--- config.mk ---
export PLATFORM = sky130hd
export DESIGN_NAME = hfar_regs
export DESIGN_NICKNAME = d
export VERILOG_FILES = /design/src/core/hfar_pkg.sv /design/src/core/hfar_sample_if.sv /design/src/core/hfar_sync3.sv /design/src/core/hfar_sampler.sv /design/src/core/hfar_regs.sv
export SDC_FILE = /design/constraint.sdc
export NUM_CORES = 1
export LEC_CHECK = 0
export CAP_MARGIN = 30
export CORE_UTILIZATION = 45
export CTS_CLUSTER_DIAMETER = 100
export DETAILED_ROUTE_END_ITERATION = 8
export DONT_BUFFER_PORTS = 1
export GPL_TIMING_DRIVEN = 0
export PLACE_DENSITY_LB_ADDON = 0.15
export SETUP_SLACK_MARGIN = 0.1
export SYNTH_ARGS = -nofsm -noshare
export SYNTH_HDL_FRONTEND = slang
export SYNTH_HIERARCHICAL = 1
export SYNTH_SLANG_ARGS = --single-unit
--- constraint.sdc ---
create_clock -name mclk -period 2.4 [get_ports mclk]
set_clock_uncertainty 0.15 [all_clocks]
set_input_delay 0.48 -clock mclk [delete_from_list [all_inputs] [get_ports mclk]]
set_output_delay 0.48 -clock mclk [all_outputs]
set_load 0.01 [all_outputs]
--- src/core/hfar_pkg.sv ---
package hfar_pkg;

  // register offsets on the plain register port
  localparam logic [7:0] ADDR_ALERT_ENABLE  = 8'h01;
  localparam logic [7:0] ADDR_FAULT_HISTORY = 8'h03;
  localparam logic [7:0] ADDR_SHUNT_DROP    = 8'h04;
  localparam logic [7:0] ADDR_OUTPUT_RAIL   = 8'h05;
  localparam logic [7:0] ADDR_AUX_INPUT     = 8'h06;

  // fault-history field positions
  localparam int FLT_SWITCH_SHORT = 5;
  localparam int FLT_ENABLE_CHG   = 4;
  localparam int FLT_POWER_BAD    = 3;
  localparam int FLT_OVERCURRENT  = 2;
  localparam int FLT_UNDERVOLT    = 1;
  localparam int FLT_OVERVOLT     = 0;

  // implemented bits: 7 and 6 are reserved and read zero
  localparam logic [7:0] FAULT_MASK    = 8'h3F;
  localparam logic [7:0] FAULT_RESET   = 8'h00;
  localparam logic [7:0] ALERT_RESET   = 8'h00;
  localparam logic [7:0] RESULT_RESET  = 8'h00;
  localparam logic [7:0] UNMAPPED_READ = 8'h00;

  // shunt drop above 1 mV with the switch off flags a short.
  // step 151 uV, so 1 mV is 6.6 steps: any code of 7 or more exceeds it.
  localparam int         SHUNT_STEP_NV    = 151_000;
  localparam int         SHORT_LIMIT_NV   = 1_000_000;
  localparam logic [7:0] SHORT_LIMIT_CODE = 8'(SHORT_LIMIT_NV / SHUNT_STEP_NV);

  // converter channel selects
  typedef enum logic [1:0] {
    HFAR_CH_SHUNT,
    HFAR_CH_RAIL,
    HFAR_CH_AUX
  } hfar_chan_type;

endpackage : hfar_pkg

--- src/core/hfar_sample_if.sv ---
`timescale 1ns/1ps
`default_nettype none
// one converter result handed from the sampler to the register slice
interface hfar_sample_if;
  import hfar_pkg::*;
  logic          valid;    // one-cycle strobe
  hfar_chan_type chan;     // which result register
  logic [7:0]    code;     // unsigned result
  modport source (output valid, output chan, output code);
  modport sink   (input valid, input chan, input code);
endinterface : hfar_sample_if
`default_nettype wire

--- src/core/hfar_sync3.sv ---
`timescale 1ns/1ps
`default_nettype none
// three-stage synchroniser: a change counts once stages two and three agree
module hfar_sync3 import hfar_pkg::*; #(
  parameter int W = 1
) (
  input  wire logic         mclk,
  input  wire logic         nrst,
  input  wire logic [W-1:0] async_in,
  output var  logic [W-1:0] sync_out
);
  logic [W-1:0] s1, s2, s3;  // stage one feeds only stage two
  logic [W-1:0] next_out;

  // hold last agreed value while stages disagree
  always_comb begin
    next_out = sync_out;
    for (int i = 0; i < W; i++) begin
      if (s2[i] == s3[i]) begin
        next_out[i] = s3[i];
      end
    end
  end

  always_ff @(posedge mclk) begin
    if (!nrst) begin
      s1       <= '0;
      s2       <= '0;
      s3       <= '0;
      sync_out <= '0;
    end else begin
      s1       <= async_in;
      s2       <= s1;
      s3       <= s2;
      sync_out <= next_out;
    end
  end
endmodule : hfar_sync3
`default_nettype wire

--- src/core/hfar_sampler.sv ---
`timescale 1ns/1ps
`default_nettype none
// converter front end: captures a finished conversion whole and forwards it
module hfar_sampler import hfar_pkg::*; (
  input  wire logic        mclk,
  input  wire logic        nrst,
  input  wire logic        conv_done,   // same-domain strobe from the converter
  input  wire logic [1:0]  conv_chan,   // channel of that conversion
  input  wire logic [7:0]  conv_code,   // full result word
  hfar_sample_if.source    smp
);
  logic          next_valid;
  hfar_chan_type next_chan;
  logic [7:0]    next_code;

  // only known channels make it through; a stray select is dropped
  always_comb begin
    next_valid = conv_done && (conv_chan <= 2'(HFAR_CH_AUX));
    next_chan  = hfar_chan_type'(conv_chan);
    next_code  = conv_code;
  end

  // the whole word moves in one edge, so a read never sees half a result
  always_ff @(posedge mclk) begin
    if (!nrst) begin
      smp.valid <= 1'b0;
      smp.chan  <= HFAR_CH_SHUNT;
      smp.code  <= RESULT_RESET;
    end else begin
      smp.valid <= next_valid;
      smp.chan  <= next_chan;
      smp.code  <= next_code;
    end
  end
endmodule : hfar_sampler
`default_nettype wire

--- src/core/hfar_regs.sv ---
`timescale 1ns/1ps
`default_nettype none
module hfar_regs import hfar_pkg::*; (
  input  wire logic       mclk,
  input  wire logic       nrst,
  // register port
  input  wire logic [7:0] reg_addr,
  input  wire logic [7:0] reg_wdata,
  input  wire logic       reg_wr,
  input  wire logic       reg_rd,
  output var  logic [7:0] reg_rdata,
  // fault conditions from comparators and control
  input  wire logic       enable_pin,
  input  wire logic       power_good_feedback,
  input  wire logic       undervoltage_input,
  input  wire logic       high_supply_trip_input,
  input  wire logic       overcurrent_event,
  input  wire logic       switch_on_cmd,
  // converter results
  input  wire logic       conv_done,
  input  wire logic [1:0] conv_chan,
  input  wire logic [7:0] conv_code,
  // combined alert request
  output var  logic       alert
);

  // pins cross into mclk through three flops and an output hold flop
  logic [4:0] pins_raw;   // asynchronous comparator and pin levels
  logic [4:0] pins_sync;  // agreed levels
  logic       en_s;       // enable pin
  logic       pg_s;       // power-good feedback
  logic       uv_s;       // undervoltage comparator
  logic       ov_s;       // overvoltage comparator
  logic       oc_s;       // overcurrent fault level

  assign pins_raw = {enable_pin, power_good_feedback, undervoltage_input,
                     high_supply_trip_input, overcurrent_event};
  assign {en_s, pg_s, uv_s, ov_s, oc_s} = pins_sync;

  hfar_sync3 #(.W(5)) u_sync (
    .mclk     (mclk),
    .nrst     (nrst),
    .async_in (pins_raw),
    .sync_out (pins_sync)
  );

  // converter results arrive as whole words
  hfar_sample_if smp ();

  hfar_sampler u_sampler (
    .mclk      (mclk),
    .nrst      (nrst),
    .conv_done (conv_done),
    .conv_chan (conv_chan),
    .conv_code (conv_code),
    .smp       (smp.source)
  );

  // register state
  logic [7:0] fault_history;       // sticky fault flags
  logic [7:0] alert_enable;        // per-fault alert gate
  logic [7:0] shunt_drop_result;   // latest shunt conversion
  logic [7:0] output_rail_result;  // latest rail conversion
  logic [7:0] aux_input_result;    // latest aux conversion
  logic       en_prev;             // last seen enable level
  logic       en_primed;           // first level after reset captured
  logic       sw_off_q;            // switch-off command, registered

  logic [7:0] next_fault_history;
  logic [7:0] next_alert_enable;
  logic [7:0] next_shunt_drop_result;
  logic [7:0] next_output_rail_result;
  logic [7:0] next_aux_input_result;
  logic [7:0] next_reg_rdata;
  logic       next_alert;
  logic       next_en_prev;
  logic       next_en_primed;
  logic       next_sw_off_q;
  logic [7:0] fault_set;           // conditions seen this cycle

  // address decode, used by both write and read paths
  function automatic logic hit(input logic [7:0] a, input logic [7:0] off);
    hit = (a == off);
  endfunction

  // fault detection
  always_comb begin
    fault_set = 8'h00;
    // short suspected only once a fresh shunt code shows it with switch off
    if (smp.valid && smp.chan == HFAR_CH_SHUNT && sw_off_q &&
        smp.code > SHORT_LIMIT_CODE) begin
      fault_set[FLT_SWITCH_SHORT] = 1'b1;
    end
    // edge needs a primed reference, else reset looks like a change
    if (en_primed && en_s != en_prev) begin
      fault_set[FLT_ENABLE_CHG] = 1'b1;
    end
    if (!pg_s) begin
      fault_set[FLT_POWER_BAD] = 1'b1;
    end
    if (oc_s) begin
      fault_set[FLT_OVERCURRENT] = 1'b1;
    end
    if (!uv_s) begin
      fault_set[FLT_UNDERVOLT] = 1'b1;
    end
    if (ov_s) begin
      fault_set[FLT_OVERVOLT] = 1'b1;
    end
  end

  // register writes, result capture and sticky flags
  always_comb begin
    next_fault_history      = fault_history;
    next_alert_enable       = alert_enable;
    next_shunt_drop_result  = shunt_drop_result;
    next_output_rail_result = output_rail_result;
    next_aux_input_result   = aux_input_result;
    next_en_prev            = en_s;
    next_en_primed          = 1'b1;
    next_sw_off_q           = !switch_on_cmd;

    // host write: zero clears a flag, one may set it (fault injection)
    if (reg_wr) begin
      if (hit(reg_addr, ADDR_FAULT_HISTORY)) begin
        next_fault_history = reg_wdata & FAULT_MASK;
      end else if (hit(reg_addr, ADDR_ALERT_ENABLE)) begin
        next_alert_enable = reg_wdata & FAULT_MASK;
      end else if (hit(reg_addr, ADDR_SHUNT_DROP)) begin
        next_shunt_drop_result = reg_wdata;
      end else if (hit(reg_addr, ADDR_OUTPUT_RAIL)) begin
        next_output_rail_result = reg_wdata;
      end else if (hit(reg_addr, ADDR_AUX_INPUT)) begin
        next_aux_input_result = reg_wdata;
      end
    end

    // a fresh conversion wins over a host write of the same register
    if (smp.valid) begin
      case (smp.chan)
        HFAR_CH_SHUNT: begin
          next_shunt_drop_result = smp.code;
        end
        HFAR_CH_RAIL: begin
          next_output_rail_result = smp.code;
        end
        HFAR_CH_AUX: begin
          next_aux_input_result = smp.code;
        end
        default: begin
          next_aux_input_result = aux_input_result;
        end
      endcase
    end

    // set beats clear: a fault in the clearing cycle stays recorded
    next_fault_history = (next_fault_history | fault_set) & FAULT_MASK;
  end

  // read mux and alert
  always_comb begin
    next_reg_rdata = UNMAPPED_READ;
    if (reg_rd) begin
      if (hit(reg_addr, ADDR_FAULT_HISTORY)) begin
        next_reg_rdata = fault_history & FAULT_MASK;
      end else if (hit(reg_addr, ADDR_ALERT_ENABLE)) begin
        next_reg_rdata = alert_enable;
      end else if (hit(reg_addr, ADDR_SHUNT_DROP)) begin
        next_reg_rdata = shunt_drop_result;
      end else if (hit(reg_addr, ADDR_OUTPUT_RAIL)) begin
        next_reg_rdata = output_rail_result;
      end else if (hit(reg_addr, ADDR_AUX_INPUT)) begin
        next_reg_rdata = aux_input_result;
      end
    end
    // alert only for enabled fault types, from the updated history
    next_alert = |(next_fault_history & next_alert_enable);
  end

  // registers only
  always_ff @(posedge mclk) begin
    if (!nrst) begin
      fault_history      <= FAULT_RESET;
      alert_enable       <= ALERT_RESET;
      shunt_drop_result  <= RESULT_RESET;
      output_rail_result <= RESULT_RESET;
      aux_input_result   <= RESULT_RESET;
      en_prev            <= 1'b0;
      en_primed          <= 1'b0;
      sw_off_q           <= 1'b1;
      reg_rdata          <= UNMAPPED_READ;
      alert              <= 1'b0;
    end else begin
      fault_history      <= next_fault_history;
      alert_enable       <= next_alert_enable;
      shunt_drop_result  <= next_shunt_drop_result;
      output_rail_result <= next_output_rail_result;
      aux_input_result   <= next_aux_input_result;
      en_prev            <= next_en_prev;
      en_primed          <= next_en_primed;
      sw_off_q           <= next_sw_off_q;
      reg_rdata          <= next_reg_rdata;
      alert              <= next_alert;
    end
  end

endmodule : hfar_regs
`default_nettype wire

==> results.py, run 1 <==
metrics = {
    "cells_and_area": {
        "stdcell_area_um2": 3710,
        "diodes": 0,
        "drive_gt1_frac": 0.120,
        "areaGrowthSynthToFinish_pct": 11.2,
        "fin_nets": 407,
        "fillers": 703,
    },
    "place": {
        "io_buffers": 0,
        "dp_slack_ns": -0.231,
        "hpwl_mm": 5.32,
        "placed_area_um2": 3480,
        "gp_congestion": 0.780,
    },
    "sta": {
        "setup_ws_ns": 0.177,
        "max_freq_ghz": 0.450,
        "slew_viol_final": 0,
        "period_share": 0.926,
        "setup_viol": 0,
        "hold_viol_final": 0,
        "rsz0062_at_grt": "no",
        "slew_headroom": 0.376,
        "worstMarginPinSlew_ns": 0.923,
        "period_needed_ns": 2.22,
    },
    "global_routing": {
        "grt_max_degree": 16,
        "grt_pass1_vias": 2357,
        "grt_overflow": 0,
        "grt_pass1_wl_mm": 12.1,
        "grtUsageTotal": 0.213,
        "antenna_found_initial": 0,
    },
    "critical_path": {
        "r2r_end": "alert$_SDFF_PN0_",
        "crit_required_ns": 2.54,
        "crit_chain": "or3b_2 -> clkbuf_1 -> a311o_1 -> o31a_1 -> or3_1 -> o211ai_2",
        "worstPathMaxFanout": 8,
        "critical-path-slowest-cell": "a311o_1",
        "cp_num_buf_inv": 1,
        "worst_setup_path_start_kind": "flip-flop",
        "critPathMaxStageDelay_ns": 0.45,
        "r2r_cells": 6,
        "cp_top_family": "simple AND/OR/NAND/NOR gates",
        "critPathArrivalTime_ns": 2.36,
        "critPathCaptureType": "flip-flop",
        "critical_path_class": "flip-flop to flip-flop",
        "crit-reg2reg-launch": "u_sampler/smp.valid$_SDFF_PN0_",
        "cp_num_cells": 6,
        "rrSetupSlack_ns": 0.18,
    },
    "clock_network": {
        "numCtsBuffers": 9,
        "cts_tree": "done",
        "clock_latency_ns": 0.36,
        "h-tree-depth": 3,
        "cts.sinks": 79,
        "clk_path_buf_depth": 2,
        "clk_pin_slew_ns": 0.08,
        "cts_root_buf": "clkbuf_8",
    },
    "logic_synthesis": {
        "ys_warn_count": 6,
        "syn_inst": 356,
        "synth_nets": 393,
        "yosysSeqAreaShare": 0.474,
        "synth.cell_area_um2": 3340,
        "syn_avg_cell_area_um2": 9.38,
        "synth_cell_types": 49,
        "synth-edff-count": 0,
        "ys_ff_latch": 79,
        "async_reset_ff_frac": 0,
        "ys.flop_type": "dfxtp_1",
    },
    "power_and_ir_drop": {
        "p_per_area_nw_per_um2": 681,
        "p_leak_nw": 1.44,
        "ir_worst_vdd_v": 0.000349,
        "power_mw": 2.53,
    },
    "routing": {
        "met3WireLength_um": 420,
        "detail_route.vias_per_cell": 5.45,
        "vias": 2584,
        "met1_length_mm": 3.69,
        "drt-wirelength-per-cell_um": 16.3,
        "ant_nets": 0,
        "first_iter_violations": 198,
        "drt_pre_antenna_iters": 4,
        "dr_wl_met2_mm": 3.47,
        "routed_wirelength_mm": 7.73,
        "highest_layer": "met4",
        "drc": 0,
    },
    "run": {
        "drv_cap": 0,
    },
    "floorplan": {
        "core_um2": 7210,
        "io_pins": 46,
        "initial_core_util": 0.463,
        "die_x_um": 88.1,
        "core.rowCount": 31,
        "dieArea_um2": 7770,
        "dieHeight_um": 88.1,
    },
    "min_path": {
        "hold_path_depth": 1,
        "min_to": "u_sampler/smp.valid$_SDFF_PN0_",
        "hp-class": "primary input to flip-flop",
        "hold_path_startpoint": "conv_chan[0]",
    },
    "outcome": {
        "status": "complete, no violations",
    },
}
[power breakdown]
part           internal (mW)  switching (mW)
clock network          0.493           0.526
logic                 0.0604          0.0778
registers               1.35          0.0243
total                   1.90           0.628
[worst max path at each step]
stage                                         from                 endpoint  slack [ns]
finish              u_sampler/smp.valid$_SDFF_PN0_         alert$_SDFF_PN0_        0.18
global route        u_sampler/smp.valid$_SDFF_PN0_         alert$_SDFF_PN0_        0.10
CTS                                    reg_addr[1]  reg_rdata[4]$_SDFF_PN0_        0.16
detailed placement                     reg_addr[1]  reg_rdata[4]$_SDFF_PN0_       -0.23
global placement                       reg_addr[1]  reg_rdata[4]$_SDFF_PN0_       -0.22
floorplan                              reg_addr[2]         alert$_SDFF_PN0_        0.06
[routing by layer]
metal | global-route usage | vias to the layer above
met4 | 0.0836 | 0
met5 | 0 | -
li1 | - | 1290
met2 | 0.321 | 65
met1 | 0.290 | 1216
met3 | 0.0575 | 13
[placed cells by master (no fill, tap or decap), types with 3 or more instances in the layout]
master / n
dfxtp_1: 79
mux2i_1: 36
nor2_1: 34
o21ai_0: 32
a21oi_1: 29
and2_1: 26
nand2_1: 21
clkbuf_1: 12
clkbuf_8: 9
o221ai_1: 8
inv_1: 6
mux2_2: 6
a22oi_1: 6
a21boi_2: 5
buf_2: 4
clkbuf_2: 3
nor4_1: 3
or3_1: 3
nor3_1: 3
nand2b_1: 3
clkinv_4: 3
[area by class of cell]
| type | instances | area (um2) | area share |
|---|---|---|---|
| plain buffers | 22 | 109 | 0.0293 |
| clock buffers | 9 | 124 | 0.0334 |
| clock inverters | 7 | 81.3 | 0.0219 |
| inverters | 6 | 22.5 | 0.00606 |
| multi-input cells | 249 | 1640 | 0.441 |
| flip-flops and latches | 79 | 1580 | 0.426 |
| well taps | 99 | 124 | 0.0334 |
| repair buffers | 3 | 35.0 | 0.00943 |
[worst reg2reg max path, stage by stage, from the launching register on]
cell and delay [ns]:
dfxtp_1 0.34, or3b_2 0.44, clkbuf_1 0.22, a311o_1 0.45, o31a_1 0.13, or3_1 0.36
o211ai_2 0.07
[sequential cells by signal, summed over array words and instances (netlist names), 2 cells and up]
register	count
aux_input_result	8
output_rail_result	8
reg_rdata	8
shunt_drop_result	8
u_sampler/smp.code	8
alert_enable	6
fault_history	6
u_sync/s1	5
u_sync/s2	5
u_sync/s3	5
u_sync/sync_out	5
u_sampler/smp.chan	2
[kinds of logic (layout without fill, tap and decap cells)]
family / after synthesis / count (layout) / share of synthesized area
DFF: 79 / 79 / 0.474
muxes: 42 / 42 / 0.128
xor gates and xnor gates: 1 / 1 / 0.00262
AOI/OAI and AO/OA: 95 / 95 / 0.181
buffers and inverters: 28 / 47 / 0.0363
and+or+nand+nor: 111 / 111 / 0.178
[synthesized netlist by cell type (2+ instances only)]
library cell / n / share of area
mux2_2: 6 / 0.020
or3_1: 3 / 0.0056
inv_1: 6 / 0.0067
nor4_1: 3 / 0.0056
and2_1: 26 / 0.049
nor4b_1: 2 / 0.0052
nor2_1: 34 / 0.038
buf_2: 4 / 0.0060
a21boi_2: 5 / 0.017
clkbuf_1: 15 / 0.017
o221ai_1: 8 / 0.021
nand2b_1: 3 / 0.0056
a21oi_1: 29 / 0.043
nor2b_1: 2 / 0.0037
dfxtp_1: 79 / 0.47
mux2i_1: 36 / 0.11
o21ai_0: 32 / 0.048
nand3b_1: 2 / 0.0045
nand2_1: 21 / 0.024
o31ai_1: 2 / 0.0045
nor3_1: 3 / 0.0045
or2_2: 2 / 0.0037
a22oi_1: 6 / 0.013
or4b_1: 2 / 0.0060
[through the flow]
step           setup TNS (ns)  std cells   util  hold slack [ns]
2_1_floorplan               0        356      -            0.256
3_3_place_gp            -3.48        455  0.481            0.262
3_5_place_dp            -2.67        456  0.482            0.260
4_1_cts                     0        473  0.512           0.0257
5_1_grt                     0        474  0.515           0.0283
6_report                    0        474  0.515           0.0392
[what timing repair did]
item | in CTS | in global routing
setup endpoints to repair | 0 | 12
gates resized for setup | 0 | 2
buffers inserted | 0 | 1
hold endpoints to repair | 1 | 0
hold buffers | 1 | 0
Power figures use the tool's default switching activity.
==> run 2, diff against run 1 <==
- ABC_AREA: unset -> 1
==> run 2 against run 1 <==
  * Global-route usage is 0.66 points higher
  * Clock-buffer cell count is 2 higher
  * Total power is 0.23% lower
  * Synthesized cell count is 47% higher
  * Sequential power hardly changed
  * First-iteration DRC count is 33% higher
  * Largest cell class unchanged
  * Wire length is 14% higher
  * Via count is 25% higher
  * Combinational power is 25% higher
==> results.py, run 2 <==
metrics = {
    "sta": {
        "period_needed_ns": 2.16,
        "whs_ns": 0.0490,
        "hold_viol_final": 0,
        "slew_headroom": 0.554,
        "rsz0062_at_grt": "no",
        "setup_ws_ns": 0.241,
        "slew_viol_final": 0,
        "tns_ns": 0,
        "period_share": 0.900,
        "setup_viol": 0,
        "max_freq_ghz": 0.463,
        "worstMarginPinSlew_ns": 0.666,
    },
    "floorplan": {
        "core_um2": 7850,
        "io_pins": 46,
        "dieHeight_um": 92.6,
        "core.rowCount": 32,
        "die_x_um": 92.6,
        "dieArea_um2": 8570,
        "initial_core_util": 0.470,
    },
    "logic_synthesis": {
        "synth-edff-count": 0,
        "ys_ff_latch": 79,
        "async_reset_ff_frac": 0,
        "synth_top_area_cell": "dfxtp_1",
        "synth.most_common_cell": "nand2_1",
        "synth.cell_area_um2": 3690,
        "synth.area.top_cells": "dfxtp_1 43%, nand2_1 18%, inv_1 8.4%, nand3_1 6.6%, a21oi_1 5.0%",
        "ys_top_cells_by_count": "175 x nand2_1, 83 x inv_1, 79 x dfxtp_1",
        "synth_cell_types": 30,
        "syn_avg_cell_area_um2": 7.04,
        "synth_nets": 561,
        "syn_inst": 524,
        "ys_warn_count": 6,
        "ys.flop_type": "dfxtp_1",
        "yosysSeqAreaShare": 0.429,
        "synth_top_area_frac": 0.429,
    },
    "cells_and_area": {
        "diodes": 0,
        "final_cell_mix": "175 x nand2_1, 83 x inv_1, 79 x dfxtp_1",
        "stdcell_area_um2": 4020,
        "instances_no_fill": 643,
        "areaGrowthSynthToFinish_pct": 8.88,
        "final_common_cell": "nand2_1",
        "drive_gt1_frac": 0.118,
        "fin_nets": 573,
    },
    "place": {
        "dp_slack_ns": 0.231,
        "hpwl_mm": 6.60,
        "io_buffers": 0,
        "dp.cells": 626,
        "placed_area_um2": 3820,
        "gp_congestion": 0.892,
    },
    "min_path": {
        "hold_path_startpoint": "switch_on_cmd",
        "hp-class": "primary input to flip-flop",
    },
    "run": {
        "drv_cap": 0,
    },
    "critical_path": {
        "worst_setup_path_start_kind": "flip-flop",
        "critPathCaptureType": "flip-flop",
        "cp_num_buf_inv": 4,
        "crit-reg2reg-launch": "u_sampler/smp.chan[0]$_SDFF_PN0_",
        "critical_path_class": "flip-flop to flip-flop",
        "critPathMaxStageDelay_ns": 0.55,
        "critical-path-slowest-cell": "clkinv_1",
        "crit_required_ns": 2.55,
        "startpoint": "u_sampler/smp.chan[0]$_SDFF_PN0_",
        "crit_chain": "buf_2 -> inv_1 -> nor3_2 -> clkinv_1 -> o211ai_2 -> nand2_1 -> inv_1",
        "rrSetupSlack_ns": 0.24,
        "worst_path_most_repeated_cell": "inv_1",
        "worstPathMaxFanout": 10,
        "critPathArrivalTime_ns": 2.30,
        "cp_top_family": "buffers and inverters",
    },
    "power_and_ir_drop": {
        "swShare": 0.252,
        "p_per_area_nw_per_um2": 628,
        "clkPwrFrac": 0.388,
        "cell_internal_pwr_mw": 1.89,
        "p_leak_nw": 2.04,
        "seq_power_share": 0.544,
        "comb_power_share": 0.069,
        "p_sw_mw": 0.636,
        "ir_worst_vdd_v": 0.000313,
    },
    "routing": {
        "first_iter_violations": 264,
        "drc": 0,
        "drt_pre_antenna_iters": 5,
        "ant_nets": 0,
        "drt-wirelength-per-cell_um": 13.7,
        "routed_wirelength_mm": 8.82,
        "detail_route.vias_per_cell": 5.03,
        "vias": 3236,
    },
    "clock_network": {
        "clk_path_buf_depth": 2,
        "postCtsResizedCells": 0,
        "cts_tree": "done",
        "clk_pin_slew_ns": 0.08,
        "clock_latency_ns": 0.35,
        "cts_root_buf": "clkbuf_8",
        "numCtsBuffers": 9,
        "cts.sinks": 79,
        "post_cts_buffers": 0,
        "h-tree-depth": 3,
    },
    "global_routing": {
        "grt_overflow": 0,
        "grt_pass1_vias": 2923,
        "grt_max_degree": 14,
        "antenna_found_initial": 0,
        "grt_pass1_wl_mm": 14.3,
        "grtUsageTotal": 0.219,
    },
    "outcome": {
        "status": "complete, no violations",
    },
}
## run 2: cell count changes after synthesis, sizes merged, moves of 8 or more
cell and delta:
and2 -26, o21ai -8, o211ai +15, nand2 +159, o221ai -8, inv +81, a21oi +8, clkbuf -11
mux2i -36, nand3 +50, nor2 -10
## run 2: power groups by stage
stage | clock [mW] | sequential, mW | combinational (mW)
3_3_place_gp | 0 | 1.40 | 0.169
4_1_cts | 0.995 | 1.37 | 0.173
6_report | 0.979 | 1.37 | 0.173
3_5_place_dp | 0 | 1.40 | 0.171
5_1_grt | 1.06 | 1.38 | 0.196
2_1_floorplan | 0 | 1.40 | 0.134
## run 2: final timing paths
kind                                                         end  depth (start not counted)
worst max-delay path            output_rail_result[1]$_SDFF_PN0_                          7
worst min-delay path                         sw_off_q$_SDFF_PN1_                          1
worst max register to register  output_rail_result[1]$_SDFF_PN0_                          7
worst min register to register           u_sync/s2[0]$_SDFF_PN0_                          2
## run 2: layout make-up
type | count | area, um2
fillers | 825 | 3830
inverters | 88 | 330
plain buffers | 16 | 104
well taps | 102 | 128
repair buffers | 1 | 10.0
multi-input cells | 341 | 1670
clock buffers | 11 | 131
flip-flops and latches | 79 | 1580
clock inverters | 5 | 58.8
## run 2: logic make-up after synthesis
kind of cell / after synthesis / share of synthesized area
DFF: 79 / 0.429
buffers and inverters: 104 / 0.118
AOI/OAI and AO/OA: 78 / 0.134
and+or+nand+nor: 263 / 0.320
## run 2: timing repair
action | in CTS | in global routing
hold buffers | 1 | 0
setup endpoints to repair | 0 | 0
hold endpoints to repair | 1 | 0
## run 2: metal layers
layer	vias to the layer above	track usage	wire length (um)
li1	1658	-	-
met1	1451	0.290	4150
met2	108	0.341	3840
met3	19	0.0558	609
met4	0	0.0872	218
met5	-	0	0
## run 2: stage by stage
step           power [mW]   util
6_report             2.52  0.512
5_1_grt              2.63  0.512
4_1_cts              2.54  0.512
3_5_place_dp         1.57  0.486
3_3_place_gp         1.57  0.486
2_1_floorplan        1.53      -
==> run 3, diff against run 2 <==
- clock period: 2.4 -> 2.7 ns (I/O delays scaled with it)
==> run 3 against run 2 <==
  * Cell area down 0.25%
  * Critical path depth is the same
  * Core utilization down 0.13 points
  * Hold slack gained 0.021 ns
  * Wire length decreased by 0.44%
  * Fmax is 0.73% higher
  * Sequential cell count unchanged
  * Critical path type unchanged
  * Largest power group unchanged
==> results.py, run 3 (synthesis results as in run 2) <==
metrics = {
    "outcome": {
        "status": "complete, no violations",
    },
    "critical_path": {
        "worstPathMaxFanout": 10,
        "cp_num_buf_inv": 4,
        "critical_path_class": "flip-flop to flip-flop",
        "critPathArrivalTime_ns": 2.29,
        "worst_path_most_repeated_cell": "inv_1",
        "crit_required_ns": 2.85,
        "critPathMaxStageDelay_ns": 0.54,
        "crit_chain": "buf_2 -> inv_1 -> nor3_2 -> clkinv_1 -> o211ai_2 -> nand2_1 -> inv_1",
        "cp_top_family": "buffers and inverters",
        "critical-path-slowest-cell": "clkinv_1",
        "worst_setup_path_start_kind": "flip-flop",
        "critPathCaptureType": "flip-flop",
    },
    "routing": {
        "detail_route.vias_per_cell": 5.01,
        "vias": 3215,
        "first_iter_violations": 217,
        "drc": 0,
        "drt_pre_antenna_iters": 5,
        "ant_nets": 0,
        "drt-wirelength-per-cell_um": 13.7,
        "routed_wirelength_mm": 8.78,
    },
    "clock_network": {
        "clk_path_buf_depth": 2,
        "h-tree-depth": 3,
        "numCtsBuffers": 9,
        "cts.sinks": 79,
        "cts_root_buf": "clkbuf_8",
        "cts_tree": "done",
        "postCtsResizedCells": 0,
        "clock_latency_ns": 0.35,
        "clk_pin_slew_ns": 0.08,
        "cts_hold_buf": 0,
        "post_cts_buffers": 0,
    },
    "power_and_ir_drop": {
        "ir_worst_vdd_v": 0.000279,
        "p_leak_nw": 2.04,
        "p_per_area_nw_per_um2": 561,
        "clkPwrFrac": 0.389,
        "comb_power_share": 0.068,
        "cell_internal_pwr_mw": 1.68,
        "p_sw_mw": 0.569,
        "power_mw": 2.25,
        "seq_power_share": 0.543,
        "swShare": 0.253,
    },
    "sta": {
        "slew_viol_final": 0,
        "slew_headroom": 0.559,
        "max_freq_ghz": 0.467,
        "worstMarginPinSlew_ns": 0.658,
        "rsz0062_at_grt": "no",
        "hold_viol_final": 0,
        "period_share": 0.794,
        "setup_viol": 0,
        "period_needed_ns": 2.14,
        "whs_ns": 0.0697,
        "tns_ns": 0,
        "setup_ws_ns": 0.557,
    },
    "cells_and_area": {
        "multiInputGateArea_um2": 1670,
        "diodes": 0,
        "final_cell_mix": "175 x nand2_1, 83 x inv_1, 79 x dfxtp_1",
        "final_util": 0.511,
        "final_common_cell": "nand2_1",
        "areaGrowthSynthToFinish_pct": 8.61,
        "fillers": 823,
        "fin_nets": 572,
        "seqCellArea_um2": 1580,
        "drive_gt1_frac": 0.119,
    },
    "global_routing": {
        "grt_pass1_vias": 2921,
        "grtUsageTotal": 0.219,
        "grt_overflow": 0,
        "grt_max_degree": 14,
        "antenna_found_initial": 0,
        "grt_pass1_wl_mm": 14.3,
    },
    "place": {
        "io_buffers": 0,
        "hpwl_mm": 6.60,
        "gp_congestion": 0.892,
        "dp_slack_ns": 0.471,
    },
    "floorplan": {
        "dieArea_um2": 8570,
        "dieHeight_um": 92.6,
        "die_x_um": 92.6,
        "io_pins": 46,
        "initial_core_util": 0.470,
        "core.rowCount": 32,
        "core_um2": 7850,
    },
    "min_path": {
        "hp-class": "primary input to flip-flop",
    },
    "run": {
        "drv_cap": 0,
    },
}
## run 3: metal layers
| metal | global-route usage | wire length, um |
|---|---|---|
| met5 | 0 | 0 |
| met4 | 0.0872 | 206 |
| met3 | 0.0558 | 642 |
| met2 | 0.341 | 3850 |
| met1 | 0.290 | 4080 |
## run 3: final timing paths
check / from / to / slack (ns) / cells past startpoint
min: nrst / en_primed$_DFF_P_ / 0.07 / 0
max: u_sampler/smp.chan[0]$_SDFF_PN0_ / output_rail_result[7]$_SDFF_PN0_ / 0.56 / 7
max reg2reg: u_sampler/smp.chan[0]$_SDFF_PN0_ / output_rail_result[7]$_SDFF_PN0_ / 0.56 / 7
min reg2reg: u_sync/s1[0]$_SDFF_PN0_ / u_sync/s2[0]$_SDFF_PN0_ / 0.26 / 2
## run 3: cell type report
type,instances,share of cell area
plain buffers,16,0.0259
clock buffers,11,0.0328
clock inverters,5,0.0147
inverters,88,0.0824
multi-input cells,341,0.418
flip-flops and latches,79,0.395
well taps,102,0.0318
## run 3: power groups by stage
| stage | sequential (mW) | combinational, mW | clock [mW] |
|---|---|---|---|
| 6_report | 1.22 | 0.153 | 0.875 |
| 3_3_place_gp | 1.25 | 0.150 | 0 |
| 5_1_grt | 1.22 | 0.173 | 0.944 |
| 3_5_place_dp | 1.25 | 0.152 | 0 |
| 2_1_floorplan | 1.24 | 0.119 | 0 |
| 4_1_cts | 1.22 | 0.153 | 0.884 |
## run 3: worst register-to-register path, delay by kind of cell, from the launching register on
| kind | cells | cell delay, ns |
|---|---|---|
| buf+inv | 4 | 0.87 |
| simple gates | 2 | 0.58 |
| flops | 1 | 0.31 |
| compound gates | 1 | 0.20 |
## run 3: per-stage QoR
step / cell area [um2] / cells
2_1_floorplan: 3690 / 524
3_3_place_gp: 3820 / 626
3_5_place_dp: 3820 / 626
4_1_cts: 4010 / 642
5_1_grt: 4010 / 642
6_report: 4010 / 642
